### src/rtl/trig_seq_pkg.sv
// Constants, register map and types for the measurement trigger sequencer.
// Assumes a 100 MHz pclk; all delays are kept in microseconds.
package trig_seq_pkg;

    // ========================================================================
    // Timing
    localparam int CLK_PERIOD_NS = 10;
    localparam int TICK_PERIOD_NS = 1000;
    localparam int TICK_CYCLES = TICK_PERIOD_NS / CLK_PERIOD_NS;
    localparam longint DELAY_MAX_S = 3600;
    localparam logic [31:0] DELAY_MAX_US = 32'(DELAY_MAX_S * 64'd1000000);
    localparam logic [31:0] DELAY_RST_US = 32'h0000_0000;
    localparam logic [31:0] DLY_DC_HI_US = 32'(1500);
    localparam logic [31:0] DLY_DC_LO_US = 32'(1000);
    localparam logic [31:0] DLY_RES_1M_HI_US = 32'(15000);
    localparam logic [31:0] DLY_RES_1M_LO_US = 32'(10000);
    localparam logic [31:0] DLY_RES_10M_US = 32'(100000);
    localparam logic [31:0] DLY_AC3_TRG_US = 32'(7000000);
    localparam logic [31:0] DLY_AC20_TRG_US = 32'(1000000);
    localparam logic [31:0] DLY_AC200_TRG_US = 32'(600000);
    localparam logic [31:0] DLY_AC3_AUTO_US = 32'(1500000);
    localparam logic [31:0] DLY_AC20_AUTO_US = 32'(200000);
    localparam logic [31:0] DLY_AC200_AUTO_US = 32'(100000);
    localparam logic [31:0] DLY_FREQ_TRG_US = 32'(1000000);
    localparam logic [31:0] DLY_FREQ_AUTO_US = 32'(0);

    // ========================================================================
    // Counts and widths
    localparam int READ_W = 24;
    localparam int HOLD_STABLE_N = 3;
    localparam logic [15:0] SAMPLES_MAX = 16'hC350;
    localparam logic [15:0] SAMPLES_RST = 16'h0001;
    localparam logic [15:0] TRIGS_RST = 16'h0001;
    localparam logic [23:0] BAND_RST = 24'h000000;

    // ========================================================================
    // Register offsets
    localparam logic [11:0] REG_CTRL = 12'h000;
    localparam logic [11:0] REG_SAMPLES = 12'h004;
    localparam logic [11:0] REG_TRIGS = 12'h008;
    localparam logic [11:0] REG_DELAY = 12'h00C;
    localparam logic [11:0] REG_MEAS_CFG = 12'h010;
    localparam logic [11:0] REG_BAND = 12'h014;
    localparam logic [11:0] REG_CMD = 12'h018;
    localparam logic [11:0] REG_STATUS = 12'h01C;
    localparam logic [11:0] REG_HELD = 12'h020;
    localparam logic [11:0] REG_ACT_DELAY = 12'h024;

    // ========================================================================
    // Field positions
    localparam int CTRL_AUTO_DLY = 0;
    localparam int CTRL_HOLD = 1;
    localparam int CTRL_SRC_LO = 2;
    localparam int CTRL_FRONT_AUTO = 4;
    localparam logic CTRL_AUTO_DLY_RST = 1'b1;
    localparam int CMD_ARM = 0;
    localparam int CMD_SWTRIG = 1;
    localparam int CMD_ABORT = 2;
    localparam int CFG_FUNC_LO = 0;
    localparam int CFG_RANGE_LO = 2;
    localparam int CFG_PLC = 4;
    localparam int CFG_FILT_LO = 5;

    // ========================================================================
    // Types
    typedef enum logic [1:0] {
        SRC_IMM = 2'h0, SRC_BUS = 2'h1, SRC_EXT = 2'h2, SRC_SINGLE = 2'h3
    } trig_src_t;
    typedef enum logic [1:0] {
        FN_DC = 2'h0, FN_RES = 2'h1, FN_AC = 2'h2, FN_FREQ = 2'h3
    } func_t;
    typedef enum logic [1:0] {
        S_IDLE = 2'b00, S_WAIT = 2'b01, S_SETTLE = 2'b11, S_MEASURE = 2'b10
    } seq_state_t;

endpackage

### src/rtl/pin_sync.sv
// Two flip-flop synchroniser for one asynchronous pin.
// Assumes the pin level is held for at least two pclk periods.
`timescale 1ns/10ps
`default_nettype none
module pin_sync (
    input wire logic pclk,
    input wire logic presetn,
    input wire logic pin,
    output logic level
);
    typedef struct packed {
        logic meta;
        logic sync;
    } sync_state_t;
    sync_state_t st_q, st_d;

    always_comb begin
        st_d.meta = pin;
        st_d.sync = st_q.meta;
    end

    always_ff @(posedge pclk or negedge presetn) begin
        if (!presetn) begin
            st_q <= '0;
        end else begin
            st_q <= st_d;
        end
    end

    assign level = st_q.sync;
endmodule
`default_nettype wire

### src/rtl/settle_timer.sv
// Settling delay timer counting whole microseconds from a tick divider.
// Assumes start is a one-cycle pulse; done is low from the cycle after start.
`timescale 1ns/10ps
`default_nettype none
module settle_timer
    import trig_seq_pkg::*;
#(
    parameter logic [15:0] TICK_LEN = 16'(TICK_CYCLES)
) (
    input wire logic pclk,
    input wire logic presetn,
    input wire logic start,
    input wire logic [31:0] load_us,
    output logic done
);
    typedef struct packed {
        logic busy;
        logic [31:0] cnt;
        logic [15:0] div;
    } tmr_state_t;
    tmr_state_t st_q, st_d;

    always_comb begin
        st_d = st_q;
        if (start) begin
            st_d.busy = 1'b1;
            st_d.cnt = load_us;
            st_d.div = 16'h0000;
        end else if (st_q.busy) begin
            if (st_q.cnt == 32'h0000_0000) begin
                st_d.busy = 1'b0;
            end else if (st_q.div == TICK_LEN - 16'h0001) begin
                st_d.div = 16'h0000;
                st_d.cnt = st_q.cnt - 32'h0000_0001;
            end else begin
                st_d.div = st_q.div + 16'h0001;
            end
        end
    end

    always_ff @(posedge pclk or negedge presetn) begin
        if (!presetn) begin
            st_q <= '0;
        end else begin
            st_q <= st_d;
        end
    end

    assign done = !st_q.busy;
endmodule
`default_nettype wire

### src/rtl/measurement_trigger_sequencer.sv
// Trigger sequencer: trigger acceptance, settling delay, sample bursts and reading hold.
// Assumes an APB master on pclk and a converter that answers meas_start with meas_done.
`timescale 1ns/10ps
`default_nettype none
// Contract
// - One reading per trigger by default, programmable up to 50000 readings.
// - The readings-per-trigger value is volatile and resets to one.
// - One trigger is accepted before idle by default, or a remotely set count.
// - With hold on, three successive readings within the band freeze the display and beep.
// - A programmed delay from 0 to 3600 s is accepted and is volatile.
// - Automatic delay is the default, a programmed delay is used when given, auto can toggle.
// - Automatic delay is looked up from function, range, integration time and filter.
// - DC and resistance automatic delays follow integration time and range.
// - AC automatic delays follow the filter and whether front-panel auto trigger is on.
// - Frequency and period use 1.0 s when triggered, zero with front-panel auto trigger.
// - Immediate mode triggers itself as soon as the wait-for-trigger state is entered.
// - Each external trigger pulse in the wait-for-trigger state starts one burst of the programmed readings; other pulses are ignored.
module measurement_trigger_sequencer
    import trig_seq_pkg::*;
#(
    parameter logic [15:0] TICK_LEN = 16'(TICK_CYCLES)
) (
    input wire logic pclk,
    input wire logic presetn,
    input wire logic psel,
    input wire logic penable,
    input wire logic pwrite,
    input wire logic [11:0] paddr,
    input wire logic [31:0] pwdata,
    output logic [31:0] prdata,
    output logic pready,
    output logic pslverr,
    input wire logic ext_trig_pin,
    input wire logic single_key_pin,
    output logic meas_start,
    input wire logic meas_done,
    input wire logic [READ_W-1:0] meas_data,
    output logic [READ_W-1:0] display_value,
    output logic hold_frozen,
    output logic beep,
    output logic trig_ready
);
    // ========================================================================
    // State
    typedef struct packed {
        seq_state_t state;
        logic [15:0] samples;
        logic [15:0] trigs;
        logic [31:0] delay;
        logic auto_dly;
        logic hold_en;
        trig_src_t src;
        logic front_auto;
        func_t func;
        logic [1:0] range;
        logic plc_ge1;
        logic [1:0] filt;
        logic [23:0] band;
        logic [15:0] burst_left;
        logic [15:0] trig_left;
        logic [READ_W-1:0] base;
        logic [1:0] stable_cnt;
        logic frozen;
        logic [READ_W-1:0] disp;
        logic beep;
        logic start;
        logic ext_prev;
        logic key_prev;
        logic [31:0] rdata;
        logic err;
    } seq_reg_t;
    seq_reg_t st_q, st_d;

    logic ext_lvl, key_lvl, tmr_done, tmr_start, ext_edge, key_edge;
    logic wr_en, rd_setup, sw_trig, arm, abort, accept, last_sample;
    logic [31:0] sel_delay;
    logic signed [READ_W:0] diff;
    logic [READ_W:0] abs_diff;

    pin_sync ext_sync (.pclk(pclk), .presetn(presetn), .pin(ext_trig_pin), .level(ext_lvl));
    pin_sync key_sync (.pclk(pclk), .presetn(presetn), .pin(single_key_pin), .level(key_lvl));

    settle_timer #(.TICK_LEN(TICK_LEN)) timer (
        .pclk(pclk),
        .presetn(presetn),
        .start(tmr_start),
        .load_us(sel_delay),
        .done(tmr_done)
    );

    // ========================================================================
    // Automatic delay lookup
    function automatic logic [31:0] auto_delay(input func_t fn, input logic [1:0] rng,
                                              input logic power_line_cycles, input logic [1:0] flt,
                                              input logic fp_auto);
        logic [31:0] d;
        d = DLY_DC_LO_US;
        case (fn)
            FN_DC: d = power_line_cycles ? DLY_DC_HI_US : DLY_DC_LO_US;
            FN_RES: begin
                if (rng == 2'h0) begin
                    d = power_line_cycles ? DLY_DC_HI_US : DLY_DC_LO_US;
                end else if (rng == 2'h1) begin
                    d = power_line_cycles ? DLY_RES_1M_HI_US : DLY_RES_1M_LO_US;
                end else begin
                    d = DLY_RES_10M_US;
                end
            end
            FN_AC: begin
                case (flt)
                    2'h0: d = fp_auto ? DLY_AC3_AUTO_US : DLY_AC3_TRG_US;
                    2'h1: d = fp_auto ? DLY_AC20_AUTO_US : DLY_AC20_TRG_US;
                    default: d = fp_auto ? DLY_AC200_AUTO_US : DLY_AC200_TRG_US;
                endcase
            end
            FN_FREQ: d = fp_auto ? DLY_FREQ_AUTO_US : DLY_FREQ_TRG_US;
            default: d = DLY_DC_LO_US;
        endcase
        return d;
    endfunction

    // A programmed delay replaces the table until auto is switched back on.
    assign sel_delay = st_q.auto_dly ? auto_delay(st_q.func, st_q.range, st_q.plc_ge1,
                                                  st_q.filt, st_q.front_auto)
                                     : st_q.delay;

    // ========================================================================
    // Bus decode and events
    assign wr_en = psel && penable && pwrite;
    assign rd_setup = psel && !penable;
    assign sw_trig = wr_en && paddr == REG_CMD && pwdata[CMD_SWTRIG];
    assign arm = wr_en && paddr == REG_CMD && pwdata[CMD_ARM];
    assign abort = wr_en && paddr == REG_CMD && pwdata[CMD_ABORT];
    assign ext_edge = ext_lvl && !st_q.ext_prev;
    assign key_edge = key_lvl && !st_q.key_prev;
    assign last_sample = st_q.burst_left == 16'h0001;
    assign diff = $signed({meas_data[READ_W-1], meas_data})
                - $signed({st_q.base[READ_W-1], st_q.base});
    assign abs_diff = diff[READ_W] ? (READ_W+1)'(-diff) : diff;

    always_comb begin
        accept = 1'b0;
        if (st_q.front_auto) begin
            accept = 1'b1;
        end else begin
            case (st_q.src)
                SRC_IMM: accept = 1'b1;
                SRC_BUS: accept = sw_trig;
                SRC_EXT: accept = ext_edge;
                SRC_SINGLE: accept = key_edge;
                default: accept = 1'b0;
            endcase
        end
    end

    assign tmr_start = st_q.state == S_WAIT && accept && !abort;

    // ========================================================================
    // Next state
    always_comb begin
        st_d = st_q;
        st_d.ext_prev = ext_lvl;
        st_d.key_prev = key_lvl;
        st_d.beep = 1'b0;
        st_d.start = 1'b0;
        if (wr_en) begin
            case (paddr)
                REG_CTRL: begin
                    st_d.auto_dly = pwdata[CTRL_AUTO_DLY];
                    st_d.hold_en = pwdata[CTRL_HOLD];
                    st_d.src = trig_src_t'(pwdata[CTRL_SRC_LO +: 2]);
                    st_d.front_auto = pwdata[CTRL_FRONT_AUTO];
                end
                REG_SAMPLES: begin
                    if (pwdata[31:16] != 16'h0000 || pwdata[15:0] > SAMPLES_MAX) begin
                        st_d.samples = SAMPLES_MAX;
                    end else if (pwdata[15:0] == 16'h0000) begin
                        st_d.samples = SAMPLES_RST;
                    end else begin
                        st_d.samples = pwdata[15:0];
                    end
                end
                REG_TRIGS: st_d.trigs = (pwdata[15:0] == 16'h0000) ? TRIGS_RST : pwdata[15:0];
                REG_DELAY: begin
                    st_d.delay = (pwdata > DELAY_MAX_US) ? DELAY_MAX_US : pwdata;
                    st_d.auto_dly = 1'b0;
                end
                REG_MEAS_CFG: begin
                    st_d.func = func_t'(pwdata[CFG_FUNC_LO +: 2]);
                    st_d.range = pwdata[CFG_RANGE_LO +: 2];
                    st_d.plc_ge1 = pwdata[CFG_PLC];
                    st_d.filt = pwdata[CFG_FILT_LO +: 2];
                end
                REG_BAND: st_d.band = pwdata[23:0];
                default: ;
            endcase
        end
        if (rd_setup) begin
            st_d.err = 1'b0;
            case (paddr)
                REG_CTRL: st_d.rdata = {27'h0, st_q.front_auto, st_q.src, st_q.hold_en,
                                        st_q.auto_dly};
                REG_SAMPLES: st_d.rdata = {16'h0000, st_q.samples};
                REG_TRIGS: st_d.rdata = {16'h0000, st_q.trigs};
                REG_DELAY: st_d.rdata = st_q.delay;
                REG_MEAS_CFG: st_d.rdata = {25'h0, st_q.filt, st_q.plc_ge1, st_q.range,
                                            st_q.func};
                REG_BAND: st_d.rdata = {8'h00, st_q.band};
                REG_CMD: st_d.rdata = 32'h0000_0000;
                REG_STATUS: st_d.rdata = {st_q.trig_left, st_q.burst_left[11:0],
                                          st_q.frozen, st_q.state == S_WAIT, st_q.state};
                REG_HELD: st_d.rdata = {8'h00, st_q.disp};
                REG_ACT_DELAY: st_d.rdata = sel_delay;
                default: begin
                    st_d.rdata = 32'h0000_0000;
                    st_d.err = 1'b1;
                end
            endcase
        end
        // Leaving hold releases the frozen reading and restarts the stability search.
        if (!st_q.hold_en) begin
            st_d.frozen = 1'b0;
            st_d.stable_cnt = 2'h0;
        end
        case (st_q.state)
            S_IDLE: begin
                if ((arm || st_q.front_auto) && !abort) begin
                    st_d.state = S_WAIT;
                    st_d.trig_left = st_q.trigs;
                end
            end
            S_WAIT: begin
                if (abort) begin
                    st_d.state = S_IDLE;
                end else if (accept) begin
                    st_d.state = S_SETTLE;
                    st_d.burst_left = st_q.samples;
                end
            end
            S_SETTLE: begin
                if (abort) begin
                    st_d.state = S_IDLE;
                end else if (tmr_done) begin
                    st_d.state = S_MEASURE;
                    st_d.start = 1'b1;
                end
            end
            S_MEASURE: begin
                if (abort) begin
                    st_d.state = S_IDLE;
                end else if (meas_done) begin
                    if (!last_sample) begin
                        st_d.burst_left = st_q.burst_left - 16'h0001;
                        st_d.start = 1'b1;
                    end else if (st_q.front_auto || st_q.trig_left > 16'h0001) begin
                        st_d.burst_left = 16'h0000;
                        st_d.trig_left = st_q.front_auto ? st_q.trig_left
                                                         : st_q.trig_left - 16'h0001;
                        st_d.state = S_WAIT;
                    end else begin
                        st_d.burst_left = 16'h0000;
                        st_d.trig_left = 16'h0000;
                        st_d.state = S_IDLE;
                    end
                end
            end
            default: st_d.state = S_IDLE;
        endcase
        if (meas_done && st_q.state == S_MEASURE && !st_q.frozen) begin
            st_d.disp = meas_data;
            if (st_q.hold_en) begin
                if (st_q.stable_cnt != 2'h0 && abs_diff <= {1'b0, st_q.band}) begin
                    st_d.stable_cnt = st_q.stable_cnt + 2'h1;
                    if (st_q.stable_cnt == 2'(HOLD_STABLE_N - 1)) begin
                        st_d.frozen = 1'b1;
                        st_d.beep = 1'b1;
                    end
                end else begin
                    st_d.base = meas_data;
                    st_d.stable_cnt = 2'h1;
                end
            end
        end
    end

    always_ff @(posedge pclk or negedge presetn) begin
        if (!presetn) begin
            st_q <= '0;
            st_q.samples <= SAMPLES_RST;
            st_q.trigs <= TRIGS_RST;
            st_q.delay <= DELAY_RST_US;
            st_q.auto_dly <= CTRL_AUTO_DLY_RST;
            st_q.band <= BAND_RST;
        end else begin
            st_q <= st_d;
        end
    end

    assign prdata = st_q.rdata;
    assign pslverr = psel && penable && st_q.err;
    assign pready = 1'b1;
    assign meas_start = st_q.start;
    assign display_value = st_q.disp;
    assign hold_frozen = st_q.frozen;
    assign beep = st_q.beep;
    assign trig_ready = st_q.state == S_WAIT;

    // ========================================================================
    // Checks
    a_samples_reset: assert property (@(posedge pclk) $rose(presetn) |-> st_q.samples == 16'h0001)
        else $error("samples per trigger not one after reset");
    a_samples_range: assert property (@(posedge pclk) disable iff (!presetn)
        st_q.samples >= 16'h0001 && st_q.samples <= SAMPLES_MAX)
        else $error("samples per trigger out of range");
    a_trig_count_idle: assert property (@(posedge pclk) disable iff (!presetn)
        st_q.state == S_MEASURE && meas_done && last_sample && !abort && !st_q.front_auto
        && st_q.trig_left == 16'h0001 |=> st_q.state == S_IDLE)
        else $error("sequencer did not go idle after last trigger");
    a_hold_beep: assert property (@(posedge pclk) disable iff (!presetn)
        $rose(hold_frozen) |-> beep && $past(st_q.stable_cnt) == 2'h2)
        else $error("hold froze without beep or three stable readings");
    a_delay_max: assert property (@(posedge pclk) disable iff (!presetn)
        st_q.delay <= DELAY_MAX_US)
        else $error("programmed delay above limit");
    a_auto_default: assert property (@(posedge pclk) $rose(presetn) |-> st_q.auto_dly)
        else $error("automatic delay not default");
    a_dc_table: assert property (@(posedge pclk) disable iff (!presetn)
        st_q.auto_dly && st_q.func == FN_DC |-> sel_delay == (st_q.plc_ge1 ? 32'(1500) : 32'(1000)))
        else $error("wrong automatic DC delay");
    a_ac_table: assert property (@(posedge pclk) disable iff (!presetn)
        st_q.auto_dly && st_q.func == FN_AC && st_q.filt == 2'h0
        |-> sel_delay == (st_q.front_auto ? 32'(1500000) : 32'(7000000)))
        else $error("wrong automatic AC delay");
    a_freq_table: assert property (@(posedge pclk) disable iff (!presetn)
        st_q.auto_dly && st_q.func == FN_FREQ |-> sel_delay == (st_q.front_auto ? 32'(0)
        : 32'(1000000)))
        else $error("wrong automatic frequency delay");
    a_immediate_trig: assert property (@(posedge pclk) disable iff (!presetn)
        st_q.state == S_WAIT && st_q.src == SRC_IMM && !abort |=> st_q.state == S_SETTLE)
        else $error("immediate trigger not taken");
    a_ext_burst: assert property (@(posedge pclk) disable iff (!presetn)
        st_q.state == S_WAIT && st_q.src == SRC_EXT && !st_q.front_auto && ext_edge && !abort
        |=> st_q.state == S_SETTLE && st_q.burst_left == st_q.samples)
        else $error("external pulse did not start a burst");
    a_delay_first: assert property (@(posedge pclk) disable iff (!presetn)
        st_q.state == S_WAIT && accept && !abort |=> !meas_start ##1 !meas_start)
        else $error("reading started before settling delay");
endmodule
`default_nettype wire

### config.mk
export PLATFORM = sky130hd
export DESIGN_NAME = measurement_trigger_sequencer
export DESIGN_NICKNAME = d
export VERILOG_FILES = /design/src/rtl/trig_seq_pkg.sv /design/src/rtl/pin_sync.sv /design/src/rtl/settle_timer.sv /design/src/rtl/measurement_trigger_sequencer.sv
export SDC_FILE = /design/constraint.sdc
export NUM_CORES = 1
export LEC_CHECK = 0
export ABC_AREA = 1
export ABC_CLOCK_PERIOD_IN_PS = 4150
export BUFFER_PORTS_ARGS = -buffer_cell sky130_fd_sc_hd__buf_2
export CAP_MARGIN = 20
export CORE_ASPECT_RATIO = 0.5
export CORE_MARGIN = 4
export CORE_UTILIZATION = 40
export CTS_BUF_LIST = sky130_fd_sc_hd__clkbuf_4 sky130_fd_sc_hd__clkbuf_8 sky130_fd_sc_hd__clkbuf_16
export CTS_CLUSTER_SIZE = 20
export DETAILED_ROUTE_END_ITERATION = 16
export PLACE_DENSITY_LB_ADDON = 0.1
export SLEW_MARGIN = 20
export SYNTH_ARGS = -nofsm -noshare
export SYNTH_HDL_FRONTEND = slang
export SYNTH_SLANG_ARGS = --single-unit
export TNS_END_PERCENT = 20
### constraint.sdc
create_clock -name pclk -period 4.15 [get_ports pclk]
set_input_delay 0 -clock pclk [delete_from_list [all_inputs] [get_ports pclk]]
set_output_delay 0 -clock pclk [all_outputs]
set_load 0.05 [all_outputs]
# Word-level counts from Yosys, hierarchy flattened
# Cells that the tools add are included.
op_classes:
  n_eq_ne: 35
  mux: 62
  reduce_logical: 53
  order_cmp: 4
  bitwise: 1
  addsub: 7
op_table:
  columns: ["operator", "n"]
  rows:
  - ["one-hot mux 32 bit (9 select lines)", 1]
  - ["two-way mux 16 bit", 10]
  - ["two-way mux 32 bit", 5]
  - ["one-hot mux 32 bit (4 select lines)", 1]
  - ["two-way mux 49 bit", 2]
  - ["one-hot mux 16 bit (2 select lines)", 2]
  - ["two-way mux 20 bit", 3]
  - ["equality test 12 x 5 -> 1 bit, second input constant", 4]
  - ["two-way mux 48 bit", 1]
  - ["one-hot mux 23 bit (2 select lines)", 1]
  - ["two-way mux 17 bit", 2]
  - ["> comparator 32 bit, second input constant", 1]
  - ["logical NOT 32 bit", 1]
  - ["subtractor 16 x 1 -> 16 bit, second input constant", 2]
  - ["subtractor 32 x 1 -> 32 bit, second input constant", 1]
  - ["two-way mux 28 bit", 1]
  - ["<= comparator 25 x 24 -> 1 bit", 1]
  - ["two-way mux 25 bit", 1]
  - ["negation 25 bit", 1]
  - ["subtractor 24 x 24 -> 25 bit", 1]
  - ["equality test 12 x 4 -> 1 bit, second input constant", 2]
  - ["equality test 12 x 6 -> 1 bit, second input constant", 2]
  - ["two-way mux 23 bit", 1]
  - ["two-way mux 2 bit", 9]
  - ["34 further kinds", 106]
word_totals:
  elab_cells: 194
  input_bits: 76
  output_inout_bits: 62
  ff_bits: 275

# Logic depth before layout (Yosys ltp)
depth:
  depth_word: 10
  mapped_depth: 40

# Modules after synthesis
# A second synthesis with hierarchy kept.
hier_totals:
  hier_cells: 2731
  hier_area_um2: 18966.9
modules_own_cells:
  columns: ["module", "area_per_inst_um2", "cells_per_inst", "instances", "seq_area_each_um2"]
  rows:
  - ["measurement_trigger_sequencer", 15079.5, 2110, 1, 5559.1]
  - ["settle_timer", 3787.4, 617, 1, 1226.2]
  - ["pin_sync", 50.0, 2, 2, 50.0]

# Worst setup path after synthesis
# No wires, ideal clock.
synth_timing:
  path_type: "flip-flop to flip-flop"
  from: "register st_q[64] (netlist bit)"
  to: "register st_q[67] (netlist bit)"
  path_buffers: 3
  path_stages_with_launch: 38
  arrival_ns: 3.891
  setup_slack_ns: 0.143
  path_cell_list: "dfrtp_1 > ha_1 > fa_1 > inv_1 > nand3_1 > nand2_1 > nand2_1 > nand2_2 > nand2_1 > nand2_1 > nand2_1 > nand2_1 > nand2_1 > and2_1 > buf_2 > inv_2 > buf_4 > nand2_1 > [... 2 more ...] > nand2_1 > nor2_1 > nand3b_1 > nand3_1 > nand2_1 > nand2_1 > nand2_1 > nand2_1 > nand2_1 > nand2_1 > nand2_1 > nand2_1 > nand2_1 > nand3_4 > nand2_4 > buf_6 > nand2_1 > nand2_1"
synth_via:
  elab_chain_cells: 7
synth_lines:
  columns: ["item", "line", "text"]
  rows:
  - ["from (decl)", "measurement_trigger_sequencer.sv:72", "seq_reg_t st_q, st_d;"]
  - ["from (signal assigned)", "measurement_trigger_sequencer.sv:295", "st_q <= st_d;"]
  - ["subtractor 24 x 24 -> 25 bit (*)", "measurement_trigger_sequencer.sv:138", "- $signed({st_q.base[READ_W-1], st_q.base});"]
  - ["negation 25 bit", "measurement_trigger_sequencer.sv:139", "assign abs_diff = diff[READ_W] ? (READ_W+1)'(-diff) : diff;"]
  - ["two-way mux 25 bit (*)", "measurement_trigger_sequencer.sv:139", null]
  - ["<= comparator 25 x 24 -> 1 bit (*)", "measurement_trigger_sequencer.sv:272", "if (st_q.stable_cnt != 2'h0 && abs_diff <= {1'b0, st_q.band}) begin"]
  - ["logical AND 1 bit (*)", "measurement_trigger_sequencer.sv:272", null]
  - ["inverter 1 bit (no line) (*)", null, null]
  - ["AND reduction 3 bit (no line) (*)", null, null]
# Mark *: on every way between the ends. The rest lies on a longest branch, timed or not.
# A chain may end at the register's enable or synchronous reset.

# Worst setup path after layout
layout_timing:
  from: "register st_q[64] (netlist bit)"
  to: "register st_q[65] (netlist bit)"
# The elaborated chain is that of the path after synthesis.

==> results_tabular.tex <==
\begin{tabular}{lr}
\hline
Metric & Value \\
\hline
\multicolumn{2}{l}{\textbf{Outcome}} \\
Result of the run & finished, violations left \\
Violations in the final reports & negative setup slack \\
\multicolumn{2}{l}{\textbf{Yosys}} \\
Synthesis-stage register bit count & roughly 280 \\
Total number of yosys warnings & 0 \\
Cell with the most instances after synthesis & sky130\_fd\_sc\_hd\_\_nand2\_1 \\
Number of enable flip-flop cells after synthesis & 0 \\
Net Count, Synth & 2681 \\
Proportion of synthesized chip area in sequential cells & 37.8\% \\
Largest cells by area after synthesis & sky130\_fd\_sc\_hd\_\_dfrtp\_1 37\%, sky130\_fd\_sc\_hd\_\_nand2\_1 12\%, sky130\_fd\_sc\_hd\_\_inv\_1 7.4\% \\
Gate count of the mapped netlist & 2547 \\
Mean instance size in the synthesized netlist & roughly 7.2 um2 \\
Top cells by count, synth & 586 x sky130\_fd\_sc\_hd\_\_nand2\_1, 358 x sky130\_fd\_sc\_hd\_\_inv\_1, 272 x sky130\_fd\_sc\_hd\_\_dfrtp\_1 \\
Prevailing post-synth register cell & sky130\_fd\_sc\_hd\_\_dfrtp\_1 \\
Number of unique standard cell types used by synthesis & 63 \\
Netlist Area Pre-Place & 18200 um2 \\
Largest area contributor in the netlist & sky130\_fd\_sc\_hd\_\_dfrtp\_1 \\
Async S/R FF share, synth & between 90\% and 100\% \\
Synth top area share & 37.4\% \\
\multicolumn{2}{l}{\textbf{Drt}} \\
Post-detailed-route wirelength per cell & 20.3 um \\
Total wire length & 67700 um \\
Remaining antenna violation count after routing & 0 \\
Post-detailed-route DRC marker count & 0 \\
First-iteration detailed-routing DRC count & 2038 \\
Vias & between 15000 and 20000 \\
Pre-Repair DR Iteration Count & 6 \\
Ratio of routed vias to standard cells & roughly 5.4 \\
\multicolumn{2}{l}{\textbf{Layout}} \\
Diodes inserted & 0 \\
P\&R area growth vs syn & 17.9\% \\
Number of nets in the layout & 2860 \\
Fraction of layout instances using a drive strength above 1 & 14.5\% \\
Layout Cells excl Fill & 3335 \\
\multicolumn{2}{l}{\textbf{Floorplanning}} \\
Die H & 159 um \\
Area of the core & 44300 um2 \\
Number of core rows & 54 \\
Initial cell density of the core & 41.2\% \\
Die ar. & 49200 um2 \\
Total I/O pin count & 138 \\
Horizontal die dimension & 310 um \\
\multicolumn{2}{l}{\textbf{Placement}} \\
Placed Cells incl. Taps & 3207 \\
Detail Placement HPWL & $\sim$50000 um \\
Gpl congestion & 0.978 \\
Total of buffers placed on input and output ports & 136 \\
Worst setup slack after placement & -0.141 ns \\
\multicolumn{2}{l}{\textbf{Worst setup path}} \\
Startpoint-to-endpoint class of the critical path & reg -> reg \\
Endpoint of the lowest-slack register-to-register path & st\_q[65] \\
Critical Path Start Type & flip-flop \\
Worst-path cell with the longest stage delay & sky130\_fd\_sc\_hd\_\_fa\_2 \\
Longest individual stage delay on the worst path & between 0.5 and 0.6 ns \\
Element type at the critical path end & flip-flop \\
Worst reg2reg path depth & 30 \\
Data required time at the worst endpoint & approximately 4.6 ns \\
Launching point of the worst reg2reg path & st\_q[64] \\
Minimum setup slack among reg-to-reg paths & -0.03 ns \\
CP max FO & 6 \\
Most used cell, CP & sky130\_fd\_sc\_hd\_\_nand2\_1 \\
Arrival time at the worst endpoint & 4.65 ns \\
\multicolumn{2}{l}{\textbf{Power}} \\
VDD IR-drop max & 0.000335 V \\
Power density over the cells & approximately 490 nW/um2 \\
Leak & 10.5 nW \\
Overall power after layout & 0.0104 W \\
\multicolumn{2}{l}{\textbf{Min path}} \\
Path category of the worst min-delay check & in -> async \\
\multicolumn{2}{l}{\textbf{STA}} \\
Final setup violation count & 11 \\
Final hold slack & 0.0407 ns \\
Setup repair after global routing missed its margin & yes \\
Final period util & 101\% \\
Final critical delay including setup and external delays & 4.18 ns \\
Relative slew slack & 30.8\% \\
Highest clock rate & 239 MHz \\
Max-slew violations & 0 \\
Hold Fails Final Rpt & 0 \\
Transition time at the pin with the least slew margin & 1.03 ns \\
Setup\_tns & -0.137 ns \\
Worst setup slack after layout & -0.0300 ns \\
Worst clock skew & roughly 0.027 ns \\
\multicolumn{2}{l}{\textbf{Global route}} \\
Number of global-route vias before repair & 17000 \\
Initial antenna violation count & 2 \\
Wire length of the first global-routing pass & 102000 um \\
Total routing usage reported by global routing & 26.7\% \\
Remaining global-route overflow & 0 \\
Pin count of the biggest net entering global routing & 94 \\
\multicolumn{2}{l}{\textbf{Run}} \\
Max-cap violations & 0 \\
\multicolumn{2}{l}{\textbf{Clock network}} \\
CTS tree & built \\
Worst-path clk slew & around 0.060 ns \\
Number of H-tree levels & 1 \\
Root buffer cell & sky130\_fd\_sc\_hd\_\_clkbuf\_16 \\
Number of buffers created by CTS & 29 \\
Latest clock arrival within the worst-skew pair & roughly 0.6 ns \\
Bufs on Longest Clock Path & 3 \\
Count of clock tree sinks & $\sim$280 \\
\hline
\end{tabular}
## worst max path at each step
stage                    end  slack (ns)  startpoint
CTS                 st_q[86]      -0.002    st_q[64]
global placement    st_q[85]       -0.05    st_q[64]
finish              st_q[65]       -0.03    st_q[64]
global route        st_q[81]       -0.33    st_q[64]
detailed placement  st_q[79]       -0.14    st_q[64]
floorplan           st_q[67]        0.14    st_q[64]
## cell usage in the layout, fill, tap and decap left out, types with 6 or more instances in the layout
| master | netlist | layout |
|---|---|---|
| sky130_fd_sc_hd__a21oi_1 | 77 | 75 |
| sky130_fd_sc_hd__a221oi_1 | 11 | 11 |
| sky130_fd_sc_hd__a22oi_1 | 22 | 22 |
| sky130_fd_sc_hd__buf_2 | 16 | 135 |
| sky130_fd_sc_hd__buf_4 | 64 | 81 |
| sky130_fd_sc_hd__clkbuf_16 | 0 | 31 |
| sky130_fd_sc_hd__clkbuf_4 | 0 | 8 |
| sky130_fd_sc_hd__clkbuf_8 | 0 | 7 |
| sky130_fd_sc_hd__clkinv_1 | 7 | 7 |
| sky130_fd_sc_hd__dfrtp_1 | 272 | 272 |
| sky130_fd_sc_hd__dlygate4sd3_1 | 0 | 60 |
| sky130_fd_sc_hd__ha_1 | 57 | 52 |
| sky130_fd_sc_hd__inv_1 | 358 | 356 |
| sky130_fd_sc_hd__inv_2 | 9 | 10 |
| sky130_fd_sc_hd__nand2_1 | 586 | 575 |
| sky130_fd_sc_hd__nand2_2 | 21 | 32 |
| sky130_fd_sc_hd__nand3_1 | 150 | 140 |
| sky130_fd_sc_hd__nand3_2 | 1 | 10 |
| sky130_fd_sc_hd__nand4_1 | 30 | 30 |
| sky130_fd_sc_hd__nor2_1 | 214 | 204 |
| sky130_fd_sc_hd__nor2_2 | 13 | 20 |
| sky130_fd_sc_hd__nor3_1 | 52 | 51 |
| sky130_fd_sc_hd__nor4_1 | 17 | 16 |
| sky130_fd_sc_hd__o2111ai_1 | 6 | 6 |
| sky130_fd_sc_hd__o211ai_1 | 9 | 9 |
| sky130_fd_sc_hd__o21ai_0 | 268 | 264 |
| sky130_fd_sc_hd__o21ai_1 | 5 | 6 |
| sky130_fd_sc_hd__o221ai_1 | 11 | 11 |
| sky130_fd_sc_hd__o22ai_1 | 72 | 71 |
| sky130_fd_sc_hd__o31ai_1 | 7 | 7 |
| sky130_fd_sc_hd__o32ai_1 | 6 | 6 |
| sky130_fd_sc_hd__xnor2_1 | 12 | 11 |
| sky130_fd_sc_hd__xor2_1 | 55 | 54 |
## state kept, by name (all words and copies together) (netlist names)
name and count:
key_sync.st_d 1, beep 1, timer.st_q 49, prdata 32
hold_frozen 1, meas_start 1, ext_sync.level 1, display_value 24
key_sync.level 1, ext_sync.st_d 1, st_q 163
## power breakdown
group	internal (W)	total (W)	switching, W
Sequential	0.00315	0.00368	0.000526
Combinational	0.00130	0.00405	0.00275
Clock	0.00152	0.00269	0.00117
## layout make-up
type / instances / area, um2
clock buffer: 44 / 882
clock inverter: 8 / 75.1
fill: 4481 / 22800
inverter: 374 / 1410
multi-input combinational: 1761 / 9430
sequential: 275 / 6890
tap: 588 / 736
timing repair buffer: 285 / 2070
## cell families after synthesis
group,count (synthesis),share of synthesized area (%)
mux,4,0.247
xor+xnor,68,3.31
other cells,1,0.0206
fa+ha+maj,58,4.03
buf+inv,514,12.2
simple gates,1107,26.0
flops,275,37.8
compound gates,520,16.4
## metrics by stage
step | utilization (%) | instance area (um2)
final | 48.5 | 21500
after detailed placement | 43.9 | 19400
after CTS | 47.8 | 21200
after floorplan | - | 18200
after global routing | 48.5 | 21500
after global placement | 43.9 | 19400
## what timing repair did
action | in CTS | in global routing
buffers inserted | 6 | 4
endpoints found under the setup margin | 25 | 28
cloned | 2 | 4
hold buffers | 60 | 0
pin swaps | 2 | 22
hold endpoints to repair | 242 | 0
resized for setup | 16 | 50
## layer usage
layer	share of wire [%]	track usage, %	vias up
li1	-	-	8709
met1	46	39.2	8578
met2	43	40.4	650
met3	8.6	5.52	118
met4	3.0	6.15	2
met5	0.016	0	-
## worst max-delay path: cells and delay by family (launching register included)
kind | cells | cell delay [ns]
XOR/XNOR | 1 | 0.14
adder cells (fa/ha/maj) | 4 | 1.19
AO/OA/AOI/OAI | 3 | 0.37
AND/OR/NAND/NOR | 19 | 1.64
flip-flops | 1 | 0.38
buffers and inverters | 3 | 0.36
(Power assumes the default switching activity.)
